### src/vpa_params.svh
// offsets, field positions and reset values for the phy ident and advert bank
`ifndef VPA_PARAMS_SVH
`define VPA_PARAMS_SVH

`define VPA_OFS_IDENT_HIGH 12'h1C8
`define VPA_OFS_IDENT_LOW 12'h1CC
`define VPA_OFS_ADVERT 12'h1D0
`define VPA_IDX_IDENT_HIGH 5'h02
`define VPA_IDX_IDENT_LOW 5'h03
`define VPA_IDX_ADVERT 5'h04
`define VPA_RST_IDENT_HIGH 16'h0000
`define VPA_RST_IDENT_LOW 16'h0000
`define VPA_ADV_WR_MASK 16'h0DFF
`define VPA_ADV_BIT_PAUSE 10
`define VPA_ADV_RST_BASE 16'h01E1

`endif

### src/vpa_pkg.sv
// types for the phy ident and advert bank
package vpa_pkg;
   typedef enum logic [1:0] {
      VPA_SEL_NONE,
      VPA_SEL_IDENT_HIGH,
      VPA_SEL_IDENT_LOW,
      VPA_SEL_ADVERT
   } vpa_sel_type;
endpackage

### src/vpa_regs.sv
// phy identifier and autoneg advertisement register bank
//
// Contract
// (RULE1) offsets 1C8h,1CCh,1D0h match indices 2,3,4
// (RULE2) host reads 32 bits, upper half zero
// (RULE3) ident high: writable 16 bits, reset zero
// (RULE4) ident low: oui, model, revision, reset zero
// (RULE5) eeprom loader overwrites whole advert register
// (RULE6) next page bit reads zero always
// (RULE7) remote fault, bits 14,12 read zero
// (RULE8) asymmetric pause writable, resets zero
// (RULE9) pause default is inverse of strap
// (RULE10) strap captured at reset release
// (RULE11) t4 ability bit reads zero always
// (RULE12) bits 8 to 5 writable, reset one
// (RULE13) selector writable, resets 00001b
// (RULE14) read-only bit writes ignored, read zero
`timescale 1ns/1ps
`include "vpa_params.svh"
`default_nettype none

module vpa_regs
   import vpa_pkg::*;
(
   // clock and reset
   input wire logic sys_clk,
   input wire logic nrst,
   // strap pin, asynchronous
   input wire logic flow_ctrl_pin_strap,
   // host register map
   input wire logic host_rd,
   input wire logic host_wr,
   input wire logic [11:0] host_addr,
   input wire logic [31:0] host_wdata,
   output logic [31:0] host_rdata,
   // mii management side, 16 bit
   input wire logic mgmt_rd,
   input wire logic mgmt_wr,
   input wire logic [4:0] mgmt_reg,
   input wire logic [15:0] mgmt_wdata,
   output logic [15:0] mgmt_rdata,
   // eeprom loader
   input wire logic ee_load,
   input wire logic [15:0] ee_data,
   // decoded fields
   output logic [15:0] ident_high_out,
   output logic [15:0] ident_low_out,
   output logic [15:0] advert_out
);

   // ------------------------------------------------------------
   // strap capture
   // ------------------------------------------------------------
   logic strap_s1_reg;
   logic strap_s2_reg;
   logic strap_done_reg;
   logic strap_reg;

   always_ff @(posedge sys_clk or negedge nrst) begin
      if (!nrst) begin
         strap_s1_reg <= 1'b0;
         strap_s2_reg <= 1'b0;
      end else begin
         strap_s1_reg <= flow_ctrl_pin_strap;
         strap_s2_reg <= strap_s1_reg;
      end
   end

   // caught once, on the first settled sample after release
   logic [1:0] rel_cnt_reg;
   always_ff @(posedge sys_clk or negedge nrst) begin
      if (!nrst) begin
         rel_cnt_reg <= 2'h0;
         strap_done_reg <= 1'b0;
         strap_reg <= 1'b0;
      end else if (!strap_done_reg) begin
         rel_cnt_reg <= rel_cnt_reg + 2'h1;
         if (rel_cnt_reg == 2'h2) begin
            strap_reg <= strap_s2_reg; // [RULE10]
            strap_done_reg <= 1'b1;
         end
      end
   end

   // ------------------------------------------------------------
   // decode
   // ------------------------------------------------------------
   vpa_sel_type host_sel;
   vpa_sel_type mgmt_sel;

   always_comb begin
      case (host_addr) // [RULE1]
         `VPA_OFS_IDENT_HIGH: host_sel = VPA_SEL_IDENT_HIGH;
         `VPA_OFS_IDENT_LOW: host_sel = VPA_SEL_IDENT_LOW;
         `VPA_OFS_ADVERT: host_sel = VPA_SEL_ADVERT;
         default: host_sel = VPA_SEL_NONE;
      endcase
   end

   always_comb begin
      case (mgmt_reg) // [RULE1]
         `VPA_IDX_IDENT_HIGH: mgmt_sel = VPA_SEL_IDENT_HIGH;
         `VPA_IDX_IDENT_LOW: mgmt_sel = VPA_SEL_IDENT_LOW;
         `VPA_IDX_ADVERT: mgmt_sel = VPA_SEL_ADVERT;
         default: mgmt_sel = VPA_SEL_NONE;
      endcase
   end

   // host write wins over a management write in the same cycle
   logic wr_en;
   vpa_sel_type wr_sel;
   logic [15:0] wr_data;
   always_comb begin
      wr_en = 1'b0;
      wr_sel = VPA_SEL_NONE;
      wr_data = 16'h0000;
      if (host_wr) begin
         wr_en = 1'b1;
         wr_sel = host_sel;
         wr_data = host_wdata[15:0]; // [RULE2]
      end else if (mgmt_wr) begin
         wr_en = 1'b1;
         wr_sel = mgmt_sel;
         wr_data = mgmt_wdata;
      end
   end

   // ------------------------------------------------------------
   // registers
   // ------------------------------------------------------------
   logic [15:0] ident_high_reg;
   logic [15:0] ident_low_reg;
   logic [15:0] advert_reg;

   always_ff @(posedge sys_clk or negedge nrst) begin
      if (!nrst) begin
         ident_high_reg <= `VPA_RST_IDENT_HIGH; // [RULE3]
      end else if (wr_en && wr_sel == VPA_SEL_IDENT_HIGH) begin
         ident_high_reg <= wr_data; // [RULE3]
      end
   end

   always_ff @(posedge sys_clk or negedge nrst) begin
      if (!nrst) begin
         ident_low_reg <= `VPA_RST_IDENT_LOW; // [RULE4]
      end else if (wr_en && wr_sel == VPA_SEL_IDENT_LOW) begin
         ident_low_reg <= wr_data; // [RULE4]
      end
   end

   // pause default waits on the strap, so it is applied when the capture lands
   logic [15:0] adv_default;
   always_comb begin
      adv_default = `VPA_ADV_RST_BASE; // [RULE12] [RULE13] [RULE8]
      adv_default[`VPA_ADV_BIT_PAUSE] = ~strap_reg; // [RULE9]
   end

   logic strap_done_d_reg;
   always_ff @(posedge sys_clk or negedge nrst) begin
      if (!nrst) begin
         strap_done_d_reg <= 1'b0;
      end else begin
         strap_done_d_reg <= strap_done_reg;
      end
   end
   logic strap_land;
   assign strap_land = strap_done_reg && !strap_done_d_reg;

   always_ff @(posedge sys_clk or negedge nrst) begin
      if (!nrst) begin
         advert_reg <= `VPA_ADV_RST_BASE & ~(16'h0001 << `VPA_ADV_BIT_PAUSE);
      end else if (strap_land) begin
         advert_reg <= adv_default; // [RULE9]
      end else if (ee_load) begin
         advert_reg <= ee_data & `VPA_ADV_WR_MASK; // [RULE5] [RULE6] [RULE7] [RULE11]
      end else if (wr_en && wr_sel == VPA_SEL_ADVERT) begin
         advert_reg <= wr_data & `VPA_ADV_WR_MASK; // [RULE14] [RULE13]
      end
   end

   // ------------------------------------------------------------
   // read paths
   // ------------------------------------------------------------
   function automatic logic [15:0] vpa_pick(input vpa_sel_type s, input logic [15:0] h,
                                            input logic [15:0] l, input logic [15:0] a);
      case (s)
         VPA_SEL_IDENT_HIGH: vpa_pick = h;
         VPA_SEL_IDENT_LOW: vpa_pick = l;
         VPA_SEL_ADVERT: vpa_pick = a;
         default: vpa_pick = 16'h0000;
      endcase
   endfunction

   always_ff @(posedge sys_clk or negedge nrst) begin
      if (!nrst) begin
         host_rdata <= 32'h00000000;
      end else if (host_rd) begin
         host_rdata <= {16'h0000, // [RULE2]
            vpa_pick(host_sel, ident_high_reg, ident_low_reg, advert_reg)};
      end
   end

   always_ff @(posedge sys_clk or negedge nrst) begin
      if (!nrst) begin
         mgmt_rdata <= 16'h0000;
      end else if (mgmt_rd) begin
         mgmt_rdata <= vpa_pick(mgmt_sel, ident_high_reg, ident_low_reg, advert_reg);
      end
   end

   assign ident_high_out = ident_high_reg;
   assign ident_low_out = ident_low_reg;
   assign advert_out = advert_reg;

   // ------------------------------------------------------------
   // checks
   // ------------------------------------------------------------
   property p_fixed_zero;
      @(posedge sys_clk) disable iff (!nrst)
      advert_reg[15:12] == 4'h0 && advert_reg[9] == 1'b0;
   endproperty
   a_fixed_zero: assert property (p_fixed_zero) else $error("fixed advert bits set"); // [RULE6]

   property p_host_upper_zero;
      @(posedge sys_clk) disable iff (!nrst)
      host_rdata[31:16] == 16'h0000;
   endproperty
   a_host_upper_zero: assert property (p_host_upper_zero) else $error("upper half set"); // [RULE2]

   property p_pause_default;
      @(posedge sys_clk) disable iff (!nrst)
      strap_land |=> advert_reg[`VPA_ADV_BIT_PAUSE] == ~$past(strap_reg)
         && advert_reg[8:0] == 9'h1E1 && advert_reg[11] == 1'b0;
   endproperty
   a_pause_default: assert property (p_pause_default) else $error("bad advert default"); // [RULE9]

   property p_ee_load;
      @(posedge sys_clk) disable iff (!nrst)
      (ee_load && !strap_land) |=> advert_reg == ($past(ee_data) & 16'h0DFF);
   endproperty
   a_ee_load: assert property (p_ee_load) else $error("eeprom load lost"); // [RULE5]

   property p_ident_high_wr;
      @(posedge sys_clk) disable iff (!nrst)
      (host_wr && host_addr == 12'h1C8) |=> ident_high_reg == $past(host_wdata[15:0]);
   endproperty
   a_ident_high_wr: assert property (p_ident_high_wr) else $error("ident high write lost"); // [RULE3]

   property p_ident_low_mgmt;
      @(posedge sys_clk) disable iff (!nrst)
      (mgmt_wr && !host_wr && mgmt_reg == 5'h03) |=> ident_low_reg == $past(mgmt_wdata);
   endproperty
   a_ident_low_mgmt: assert property (p_ident_low_mgmt) else $error("ident low write lost"); // [RULE4]

   property p_mgmt_read;
      @(posedge sys_clk) disable iff (!nrst)
      (mgmt_rd && mgmt_reg == 5'h04) |=> mgmt_rdata == $past(advert_reg);
   endproperty
   a_mgmt_read: assert property (p_mgmt_read) else $error("mgmt advert read wrong"); // [RULE1]

   property p_unmapped_read;
      @(posedge sys_clk) disable iff (!nrst)
      (host_rd && host_sel == VPA_SEL_NONE) |=> host_rdata == 32'h00000000;
   endproperty
   a_unmapped_read: assert property (p_unmapped_read) else $error("unmapped read nonzero"); // [RULE14]

   property p_strap_once;
      @(posedge sys_clk) disable iff (!nrst)
      strap_done_reg |=> strap_done_reg && $stable(strap_reg);
   endproperty
   a_strap_once: assert property (p_strap_once) else $error("strap changed after capture"); // [RULE10]

   property p_advert_wr;
      @(posedge sys_clk) disable iff (!nrst)
      (host_wr && host_addr == 12'h1D0 && !strap_land && !ee_load)
         |=> advert_reg == ($past(host_wdata[15:0]) & 16'h0DFF);
   endproperty
   a_advert_wr: assert property (p_advert_wr) else $error("advert write not masked"); // [RULE14]

   property p_mgmt_advert_wr;
      @(posedge sys_clk) disable iff (!nrst)
      (mgmt_wr && !host_wr && mgmt_reg == 5'h04 && !strap_land && !ee_load)
         |=> advert_reg == ($past(mgmt_wdata) & 16'h0DFF);
   endproperty
   a_mgmt_advert_wr: assert property (p_mgmt_advert_wr) else $error("mgmt advert bad"); // [RULE14]

   // both ports writing one register: the host word must be the one kept
   property p_host_wins;
      @(posedge sys_clk) disable iff (!nrst)
      (host_wr && mgmt_wr && host_addr == 12'h1CC && mgmt_reg == 5'h03)
         |=> ident_low_reg == $past(host_wdata[15:0]);
   endproperty
   a_host_wins: assert property (p_host_wins) else $error("host write lost"); // [RULE4]

   property p_host_read;
      @(posedge sys_clk) disable iff (!nrst)
      (host_rd && host_addr == 12'h1C8)
         |=> host_rdata == {16'h0000, $past(ident_high_reg)};
   endproperty
   a_host_read: assert property (p_host_read) else $error("host ident read wrong"); // [RULE1]

   property p_mgmt_unmapped;
      @(posedge sys_clk) disable iff (!nrst)
      (mgmt_rd && mgmt_sel == VPA_SEL_NONE) |=> mgmt_rdata == 16'h0000;
   endproperty
   a_mgmt_unmapped: assert property (p_mgmt_unmapped) else $error("mgmt unmapped nonzero"); // [RULE14]

endmodule

`default_nettype wire

### config.mk
export PLATFORM = sky130hd
export DESIGN_NAME = vpa_regs
export DESIGN_NICKNAME = d
export VERILOG_FILES = /design/src/vpa_pkg.sv /design/src/vpa_regs.sv
export VERILOG_INCLUDE_DIRS = /design/src
export SDC_FILE = /design/constraint.sdc
export NUM_CORES = 1
export LEC_CHECK = 0
export BUFFER_PORTS_ARGS = -buffer_cell sky130_fd_sc_hd__buf_4
export CAP_MARGIN = 20
export CORE_MARGIN = 8
export CORE_UTILIZATION = 53
export CTS_BUF_LIST = sky130_fd_sc_hd__clkbuf_4 sky130_fd_sc_hd__clkbuf_8 sky130_fd_sc_hd__clkbuf_16
export CTS_CLUSTER_DIAMETER = 30
export DETAILED_ROUTE_END_ITERATION = 10
export PLACE_DENSITY = 0.95
export SYNTH_ARGS = -nofsm -noshare
export SYNTH_HDL_FRONTEND = slang
export SYNTH_SLANG_ARGS = --single-unit
### constraint.sdc
create_clock -name sys_clk -period 3.8 [get_ports sys_clk]
set_input_delay 0.57 -clock sys_clk [delete_from_list [all_inputs] [get_ports sys_clk]]
set_output_delay 0.57 -clock sys_clk [all_outputs]
set_load 0.02 [all_outputs]
### After elaboration in Yosys (flattened, before gate mapping)

Cells that the tools add are included.
W data, S select, Z words.

* mux-type cells: 15
* reduce and logical (&&, ||, !) cells: 7
* bitwise gates (word level): 2
* add/subtract/negate cells: 1
* equality and inequality tests: 16

Operators with widths (count)
* $pmux W16 S3: 2
* $mux W16: 5
* $eq A12 B9 Y1 const B: 3
* $eq A2 B2 Y1 const B: 7
* $pmux W2 S3: 2
* $eq A5 B2 Y1 const B: 2
* $eq A2 B1 Y1 const B: 3
* $eq A5 B3 Y1 const B: 1
* $logic_and A1 B1 Y1: 4
* $mux W1: 4
* $mux W2: 2
* $reduce_bool A3 Y1: 1
* $add A2 B1 Y2 const B: 1
* $not A1 Y1: 2
* $reduce_and A2 Y1: 1
* $logic_not A1 Y1: 1

* register bits: 87
* logic and storage cells: 52
* bits of input ports: 89

### Logic depth before layout (Yosys ltp)

Gate-level depths: netlist of the first run.

* depth after elaboration: 9
* mapped depth: 8
* gate-level depth less buffers: 5

### Worst setup path before layout of the first run

OpenSTA, ideal clock, no wires.

* path kind: input to register
* start point: input port mgmt_reg[4]
* end point: register ident_high_reg[10] (netlist: ident_high_out[10])
* data required time: 3.675 ns
* data arrival time: 1.976 ns
* stages: 7
* setup time: 0.125 ns
* slack: 1.699 ns
* cell sequence: nor2_1 > nor4b_2 > a31o_1 > o211a_1 > buf_6 > buf_8 > mux2_4

* word-level cells in the longest chain between the ends: 6
* elaborated cells between the ends (all ways): 8
* classes of those cells: 4 x eq/ne; 3 x mux; 1 x reduce/logical

RTL lines
* from (decl): line vpa_regs.sv:39 `input wire logic [4:0] mgmt_reg,`
* $eq A5 B3 Y1 / $eq A5 B2 Y1 (equally long branches): line vpa_regs.sv:101 `case (mgmt_reg)`
* $pmux W2 S3 (*): line vpa_regs.sv:101
* $mux W2 (*): line vpa_regs.sv:121 `end else if (mgmt_wr) begin`
* $mux W2 (*): line vpa_regs.sv:117 `if (host_wr) begin`
* $eq A2 B1 Y1 (*): line vpa_regs.sv:138 `end else if (wr_en && wr_sel == VPA_SEL_IDENT_HIGH) begin`
* $logic_and A1 B1 Y1 (*): line vpa_regs.sv:138
* to (signal assigned): line vpa_regs.sv:137 `` ident_high_reg <= `VPA_RST_IDENT_HIGH; ``
* to (signal assigned): line vpa_regs.sv:139 `ident_high_reg <= wr_data;`
* to (decl): line vpa_regs.sv:131 `logic [15:0] ident_high_reg;`

Mark *: on every way between the ends. The rest lies on a longest branch, timed or not.
A chain may end at the register's enable or synchronous reset.

### Worst setup path after layout of the first run

* start point: input port host_wr
* end point: register ident_high_reg[15] (netlist: ident_high_out[15])

* word-level cells in the longest chain between the ends: 3
* elaborated cells between the ends (all ways): 5
* classes of those cells: 1 x eq/ne; 3 x mux; 1 x reduce/logical

RTL lines
* from (decl): line vpa_regs.sv:32 `input wire logic host_wr,`
* $mux W2: line vpa_regs.sv:117
* $eq A2 B1 Y1: line vpa_regs.sv:138
* $logic_and A1 B1 Y1: line vpa_regs.sv:138

Parallel ways exist; a longest one is shown, timed or not.

==> summary.md, run 1 <==
The shortest clock period the worst path allows after layout was 2.68 ns. STA classifies the critical path startpoint as a primary input. The arrival time reported for the critical path endpoint came out at 2.92 ns. Power spread over the standard cell area amounts to 418 nW/um2. Of the total synthesized cell area, the portion taken by XOR and XNOR cells is 0.564%. Capture point of the worst reg-to-reg path: advert_out[1]. The final number of hold-violating endpoints came out at 0.

Summed over all cells, the static leakage comes to 2.73 nW. Setup repair after global routing left no endpoint under its margin. The DRC violations left was 0.

Leaving out fill and tap cells, the most frequent cell in the layout is sky130_fd_sc_hd__buf_4. From bottom edge to top edge, the die measures 110 um. After Yosys synthesis, full adders, half adders and majority gates account for 0.268% of the synthesized area. Entering global routing, the biggest net connects 83 pins. The congestion estimate from routability-driven global placement came to 0.868. In this run, synthesis produced a sequential element count of 82. The clock slew at the register clock pins of the worst setup and hold paths is 0.09 ns, and the mean post-synth cell area is 10.2 um2. Global routing finished with a remaining overflow of 0.

The max-slew violation count was 0; the number of buffers inserted by hold repair at cts was 0. The count of cells along the worst register-to-register path came out at 4. Ranked by total cell area, the synthesized netlist is headed by sky130_fd_sc_hd__dfrtp_1, sky130_fd_sc_hd__a22oi_1, sky130_fd_sc_hd__mux2_2, sky130_fd_sc_hd__o211ai_1, sky130_fd_sc_hd__buf_4.

The tools report the overall power after layout as 2.48 mW. The TritonCTS buffer count is 9. The x dimension of the die is 110 um, and the number of warnings printed during yosys synthesis is 0. The via count normalized by instance count works out to 6.14.

VDD sags by at most 0.212 mV. For the detailed-route via count, the log shows 4222. Cells with a size suffix above 1 make up 36.6% of the layout. The logs give 15.0 mm for the total wirelength of the detailed-routed design and 54.0% for the effective utilization at floorplan. The setup TNS was 0 ns. The tools report the number of top-level pins as 185.

In the synthesized netlist, mux cells make up 11.6% of the area. The repair_antennas step left the layout with diodes totalling 0. Counting every instance in the synthesized netlist gives 455. Counting every sink on the clock net gives 82.

After synthesis, the largest family of logic cells by area is compound AO/OA/AOI/OAI gates. The H-tree generated during clock tree synthesis spans 3 levels. Along the worst path, the maximum fanout reaches 38. For the total die area, the log shows 12100 um2.

The first global-routing pass estimated 23.2 mm of wire. The data required time of the worst path came out at 4.04 ns. The pre-antenna-repair detailed-routing pass consisted of 5 iterations. The worst reg-to-reg setup slack is 1.97 ns. The final layout contains 665 nets. Timing analysis after detailed placement gives a worst setup slack of 0.843 ns. The initial antenna violation count was 0; the number of nets with antenna violations after detailed routing was 0. Dividing the detail-routed wire length by the instance count gives 21.8 um. The count of buffers added on input and output ports is 142. The region available for standard cell placement spans 8640 um2. After synthesis the cells add up to 4660 um2.

The run gives 1.12 ns as the minimum setup slack in the final design. For the clock latency on the worst-skew pair, the log shows 0.35 ns. The startpoint-to-endpoint class of the critical path was primary input to register.

The placed wire-length estimate after detailed placement is 10.8 mm. The number of DRC markers after the initial detailed-route iteration came out at 331. After detailed placement, the design holds a cell count of 671. For this run, the number of standard cells in the final layout without fillers is 688. For the number of maximum-capacitance violations, the log shows 0. For the pin with the worst max-slew slack, the measured transition is 1.09 ns. CTS placed an instance of sky130_fd_sc_hd__clkbuf_8 at the clock tree root.

Timing would allow up to 0.373 GHz. The fraction of the cycle the final worst path needs is 70.6%. The share of synthesized cell area in and, or, nand and nor gates is 12.6%, and the number of global-route vias before repair is 4392.

The endpoint class of the critical path was a register. On the final layout, the worst hold slack is 0.0897 ns. Headroom to the max-slew limit came out at 27.1%.

Compound-cell area share of the yosys netlist: 22.0%. The worst register-to-register path begins at strap_done_reg. The placed instances occupy a cell area of 5640 um2. After synthesis, flip-flops and latches occupy 44.1% of the total area. The run finished with clean final reports. The clock tree skew after final layout was 0.00603 ns; the area of all placed cells without fillers was 5940 um2. Setup violations remaining at the end of the flow were counted as 0. The min-delay analysis places its worst path in the category primary input to asynchronous set/reset pin.

The fraction of synthesized cell area taken by the top area cell type came out at 41.3%. Summed over all instances, the cell type with the most area after synthesis is sky130_fd_sc_hd__dfrtp_1. Synthesis instantiated 48 different standard cells from the library. The cell row count was 34. In the layout the commonest cells are sky130_fd_sc_hd__buf_4, sky130_fd_sc_hd__dfrtp_1, sky130_fd_sc_hd__a22oi_1. Worst-case clock buffer depth: 2. Global routing consumed, over all layers together, 24.8% of the routing resources. Buffers added to address setup during post-CTS repair amount to 0. The run gives 68.8% as the final cell utilization of the core. The area growth from synthesis to layout is 27.4%. TritonCTS built the clock tree.

The number of gates resized after CTS was 0.
[kinds of logic (layout without fill, tap and decap cells)]
kind of cell    count (synthesis)  in the layout
compound gates                142            142
simple gates                  102            102
flops                          82             82
buf+inv                        78            183
mux                            46             46
xor+xnor                        3              3
fa+ha+maj                       1              1
other cells                     1             21
[synthesized netlist by cell type, drive strengths merged]
| cell type | count |
|---|---|
| a21o | 1 |
| a21oi | 23 |
| a22o | 15 |
| a22oi | 31 |
| a311o | 1 |
| a31o | 1 |
| a31oi | 1 |
| and2 | 2 |
| and3 | 4 |
| and3b | 2 |
| and4 | 2 |
| buf | 31 |
| clkbuf | 28 |
| conb | 1 |
| dfrtp | 77 |
| dfstp | 5 |
| ha | 1 |
| inv | 19 |
| mux2 | 34 |
| mux2i | 12 |
| nand2 | 21 |
| nand2b | 1 |
| nand3 | 21 |
| nand3b | 15 |
| nor2 | 9 |
| nor2b | 16 |
| nor3 | 2 |
| nor3b | 2 |
| nor4 | 1 |
| nor4b | 2 |
| o211a | 1 |
| o211ai | 37 |
| o21ai | 18 |
| o21bai | 1 |
| o22ai | 12 |
| or2 | 2 |
| xnor2 | 3 |
[worst max path at each step]
stage                      from                 end  slack [ns]  cells after the start
floorplan           mgmt_reg[4]  ident_high_out[10]        1.70                      7
detailed placement      host_wr   ident_high_out[2]        0.84                      7
global placement        host_wr  ident_high_out[15]        0.95                      7
finish                  host_wr  ident_high_out[15]        1.12                      7
global route            host_wr   ident_high_out[2]        1.04                      7
CTS                     host_wr  ident_high_out[15]        1.21                      7
[routing by layer]
layer / wire length (um) / share of wire [%] / global-route usage [%] / vias up
met5: 0 / 0 / 0 / -
met4: 572 / 3.8 / 12.5 / 0
met3: 1380 / 9.2 / 5.57 / 42
met2: 7350 / 49 / 40.7 / 242
met1: 5690 / 38 / 30.1 / 2072
li1: - / - / - / 1866
[power breakdown]
| group | leakage, nW | total (mW) | internal (mW) | switching (mW) |
|---|---|---|---|---|
| logic | 1.53 | 0.576 | 0.266 | 0.310 |
| clock network | 0.135 | 0.851 | 0.510 | 0.341 |
| registers | 1.06 | 1.06 | 0.954 | 0.103 |
[critical path, stage by stage]
cell and delay [ns]:
sky130_fd_sc_hd__buf_4 0.23, sky130_fd_sc_hd__nand2b_1 0.19, sky130_fd_sc_hd__buf_4 0.20, sky130_fd_sc_hd__nor4b_2 0.37, sky130_fd_sc_hd__a31o_1 0.15, sky130_fd_sc_hd__o211a_1 0.78, sky130_fd_sc_hd__mux2_1 0.39
[final cells by class]
type / count / area, um2
Clock inverter: 7 / 146
Fill cell: 655 / 2700
Inverter: 19 / 71.3
Multi-Input combinational cell: 315 / 2270
Sequential cell: 82 / 2060
Timing Repair Buffer: 148 / 1130
Clock buffer: 9 / 124
Tap cell: 108 / 135
No activity file was read; power rests on OpenSTA's default activity.
==> run 2, diff against run 1 <==
--- a/config.mk
+++ b/config.mk
@@ -9,11 +9,11 @@
 export BUFFER_PORTS_ARGS = -buffer_cell sky130_fd_sc_hd__buf_4
 export CAP_MARGIN = 20
 export CORE_MARGIN = 8
-export CORE_UTILIZATION = 53
+export CORE_UTILIZATION = 49
 export CTS_BUF_LIST = sky130_fd_sc_hd__clkbuf_4 sky130_fd_sc_hd__clkbuf_8 sky130_fd_sc_hd__clkbuf_16
 export CTS_CLUSTER_DIAMETER = 30
 export DETAILED_ROUTE_END_ITERATION = 10
-export PLACE_DENSITY = 0.95
+export PLACE_DENSITY = 0.91
 export SYNTH_ARGS = -nofsm -noshare
 export SYNTH_HDL_FRONTEND = slang
 export SYNTH_SLANG_ARGS = --single-unit
==> constraint.sdc (replaced) <==
create_clock -name sys_clk -period 2.5 [get_ports sys_clk]
set_input_delay 0.375 -clock sys_clk [delete_from_list [all_inputs] [get_ports sys_clk]]
set_output_delay 0.375 -clock sys_clk [all_outputs]
set_load 0.02 [all_outputs]
==> summary.md, run 2 (synthesized netlist as in run 1, its figures left out) <==
The run finished with clean final reports. Setup violations remaining at the end of the flow were counted as 0. The tools report the clock tree root buffer cell as sky130_fd_sc_hd__clkbuf_8. The die covers 12900 um2.

Routability-driven placement finished with a final weighted congestion of 0.890. By instance count, the cell type seen most on the critical path is sky130_fd_sc_hd__buf_4. In the layout the commonest cells are sky130_fd_sc_hd__buf_4, sky130_fd_sc_hd__dfrtp_1, sky130_fd_sc_hd__a22oi_1.

The logs give 0.268 ns for the pre-CTS setup slack and 0 for the number of nets with antenna violations after detailed routing. The first global-routing pass estimated 23.4 mm of wire. After detailed routing, the average wire length per cell comes to 21.0 um.

In this run the most critical hold path is launched from flow_ctrl_pin_strap. The tools report the total wirelength of the detailed-routed design as 15.1 mm. The endpoint identified for the worst register-to-register timing path is advert_out[1]. Before antenna repair, the detailed router went through 5 iterations. Counting every sink on the clock net gives 82. The later pin in the worst-skew pair is clocked with a latency of 0.36 ns.

Of the cells placed in the final design, the portion with a size suffix greater than 1 is 37.6%. The core region is 9240 um2. Leaving out filler cells and counting taps, the final layout contains 720. The clock passes through at most 2 buffers.

Max-cap violations in this run came to 0. In this run the worst setup path begins at host_addr[9]. The run gives 0.672 ns as the minimum setup slack in the final design.

Summed over all nets, the half-perimeter wirelength after detailed placement is 10.9 mm. The run gives 1.15 mW as the power dissipated by switching net loads. Total power for the finished layout comes to 3.63 mW.

Startpoint-to-endpoint class of the critical path: primary input to register. The internal power summed over all cells was 2.48 mW; the final cell utilization of the core was 65.1%. For the clock group share of total power, the log shows 31.2%. The cell row count came out at 35. TritonCTS built the clock tree. Number of nets in the layout: 676. The repair_antennas step left the layout with diodes totalling 0.

The shortest clock period the worst path allows after layout is 1.83 ns, and the highest attainable clock frequency is 0.547 GHz. Entering global routing, the biggest net connects 83 pins. The number of I/O port buffers was 142; the count of cells along the worst register-to-register path was 4. The run gives 0 as the buffers inserted during post-CTS setup optimization. The floorplan step set the die width to 114 um. Traced cell by cell, the critical path runs through buf_4, nor4b_1, and4_1, a31o_1, o211a_1, buf_4, mux2_1.

Of the total power, registers draw 44.4%. After detailed placement, the design holds a cell count of 702. The reg-to-reg startpoint is strap_done_reg. The tools report the effective utilization at floorplan as 50.5%.

185 I/O pins were placed. Power spread over the standard cell area amounts to 603 nW/um2. In this run, CTS created clock tree buffers numbering 9. The routed layout has 4295 vias. The data required time of the worst path came out at 2.75 ns. Setup repair after global routing left no endpoint under its margin. After detailed routing, the number of vias per cell comes to 5.97. The logs give 2.08 ns for the arrival time reported for the critical path endpoint and 24.4% for the combinational share of power. The DRC violations left is 0, and the post-cts resize count is 0. The number of global-route vias before repair came out at 4502. STA classifies the critical path endpoint as a register. Clock skew on the completed layout was measured at 0.00645 ns.

Initial antenna violation count: 0. The final critical path takes up 73.1% of the cycle. Worst min-delay path category: primary input to register.

The clock slew at the register clock pins of the worst setup and hold paths was 0.09 ns; the deepest level of the CTS H-tree was 3. Along the worst path, the maximum fanout reaches 11. The worst pin sits at a relative slew slack of 33.7%. Compared with the post-synthesis result, the final layout area differs by 29.1%. The setup check on the worst reg-to-reg path leaves a slack of 0.76 ns. For this run, the slowest stage of the critical path takes 0.39 ns.

In this run switching power makes up 31.6% of total power. At the pin with the least slew margin, the transition time is 0.991 ns. In this run, post-CTS hold repair placed 0 buffers. The first routing iteration left 305 violations.

The tools report the worst hold endpoint as strap_s1_reg. The slowest cell on the critical path is sky130_fd_sc_hd__and4_1. Global routing consumed, over all layers together, 23.1% of the routing resources.

The max-slew violation count is 0. STA classifies the critical path startpoint as a primary input. Overflow left after global routing: 0. The worst hold path cell count is 1, and the vertical die dimension is 114 um. For the final number of hold-violating endpoints, the log shows 0.

The run gives 2.77 nW as the leakage power of the design. VDD sags by at most 0.342 mV. For the final routed database, the setup TNS stands at 0 ns. The library cell used most frequently in the layout, excluding fill and tap cells, is sky130_fd_sc_hd__buf_4.
[run 2: worst max path at each step]
stage	cells after the start	slack, ns	endpoint
floorplan	7	0.59	ident_high_out[10]
global placement	7	0.38	ident_high_out[3]
detailed placement	7	0.27	ident_high_out[0]
CTS	7	0.67	ident_high_out[2]
global route	7	0.54	ident_high_out[4]
finish	7	0.67	ident_high_out[0]
[run 2: area by class of cell]
class	instances	area, um2
timing repair buffer	159	1220
clock inverter	5	85.1
clock buffer	11	151
multi-input combinational	315	2270
inverter	19	71.3
fill	712	3220
sequential	82	2060
tap	129	161
[run 2: through the flow]
step / hold slack [ns] / area [um2]
global placement: 0.336 / 5740
finish: 0.120 / 6020
floorplan: 0.0794 / 4740
CTS: 0.104 / 5980
global route: 0.105 / 6020
detailed placement: 0.336 / 5740
[run 2: critical path: cells and delay by family]
family          cells  cell delay, ns
simple gates        2            0.66
buf+inv             2            0.34
compound gates      2            0.34
mux                 1            0.35
[run 2: power by group through the flow]
stage / Clock (mW) / Sequential (mW) / Combinational [mW]
after floorplan: 0 / 1.73 / 0.366
after global placement: 0 / 1.61 / 0.851
after detailed placement: 0 / 1.63 / 0.875
after CTS: 1.14 / 1.60 / 0.880
after global routing: 1.20 / 1.63 / 0.944
final: 1.13 / 1.61 / 0.886
[run 2: metal layers]
| layer | wire (um) | track usage (%) | vias to the layer above |
|---|---|---|---|
| met5 | 0 | 0 | - |
| met4 | 448 | 11.4 | 0 |
| met3 | 1200 | 4.60 | 40 |
| met2 | 7470 | 38.6 | 260 |
| met1 | 6000 | 27.9 | 2102 |
| li1 | - | - | 1893 |
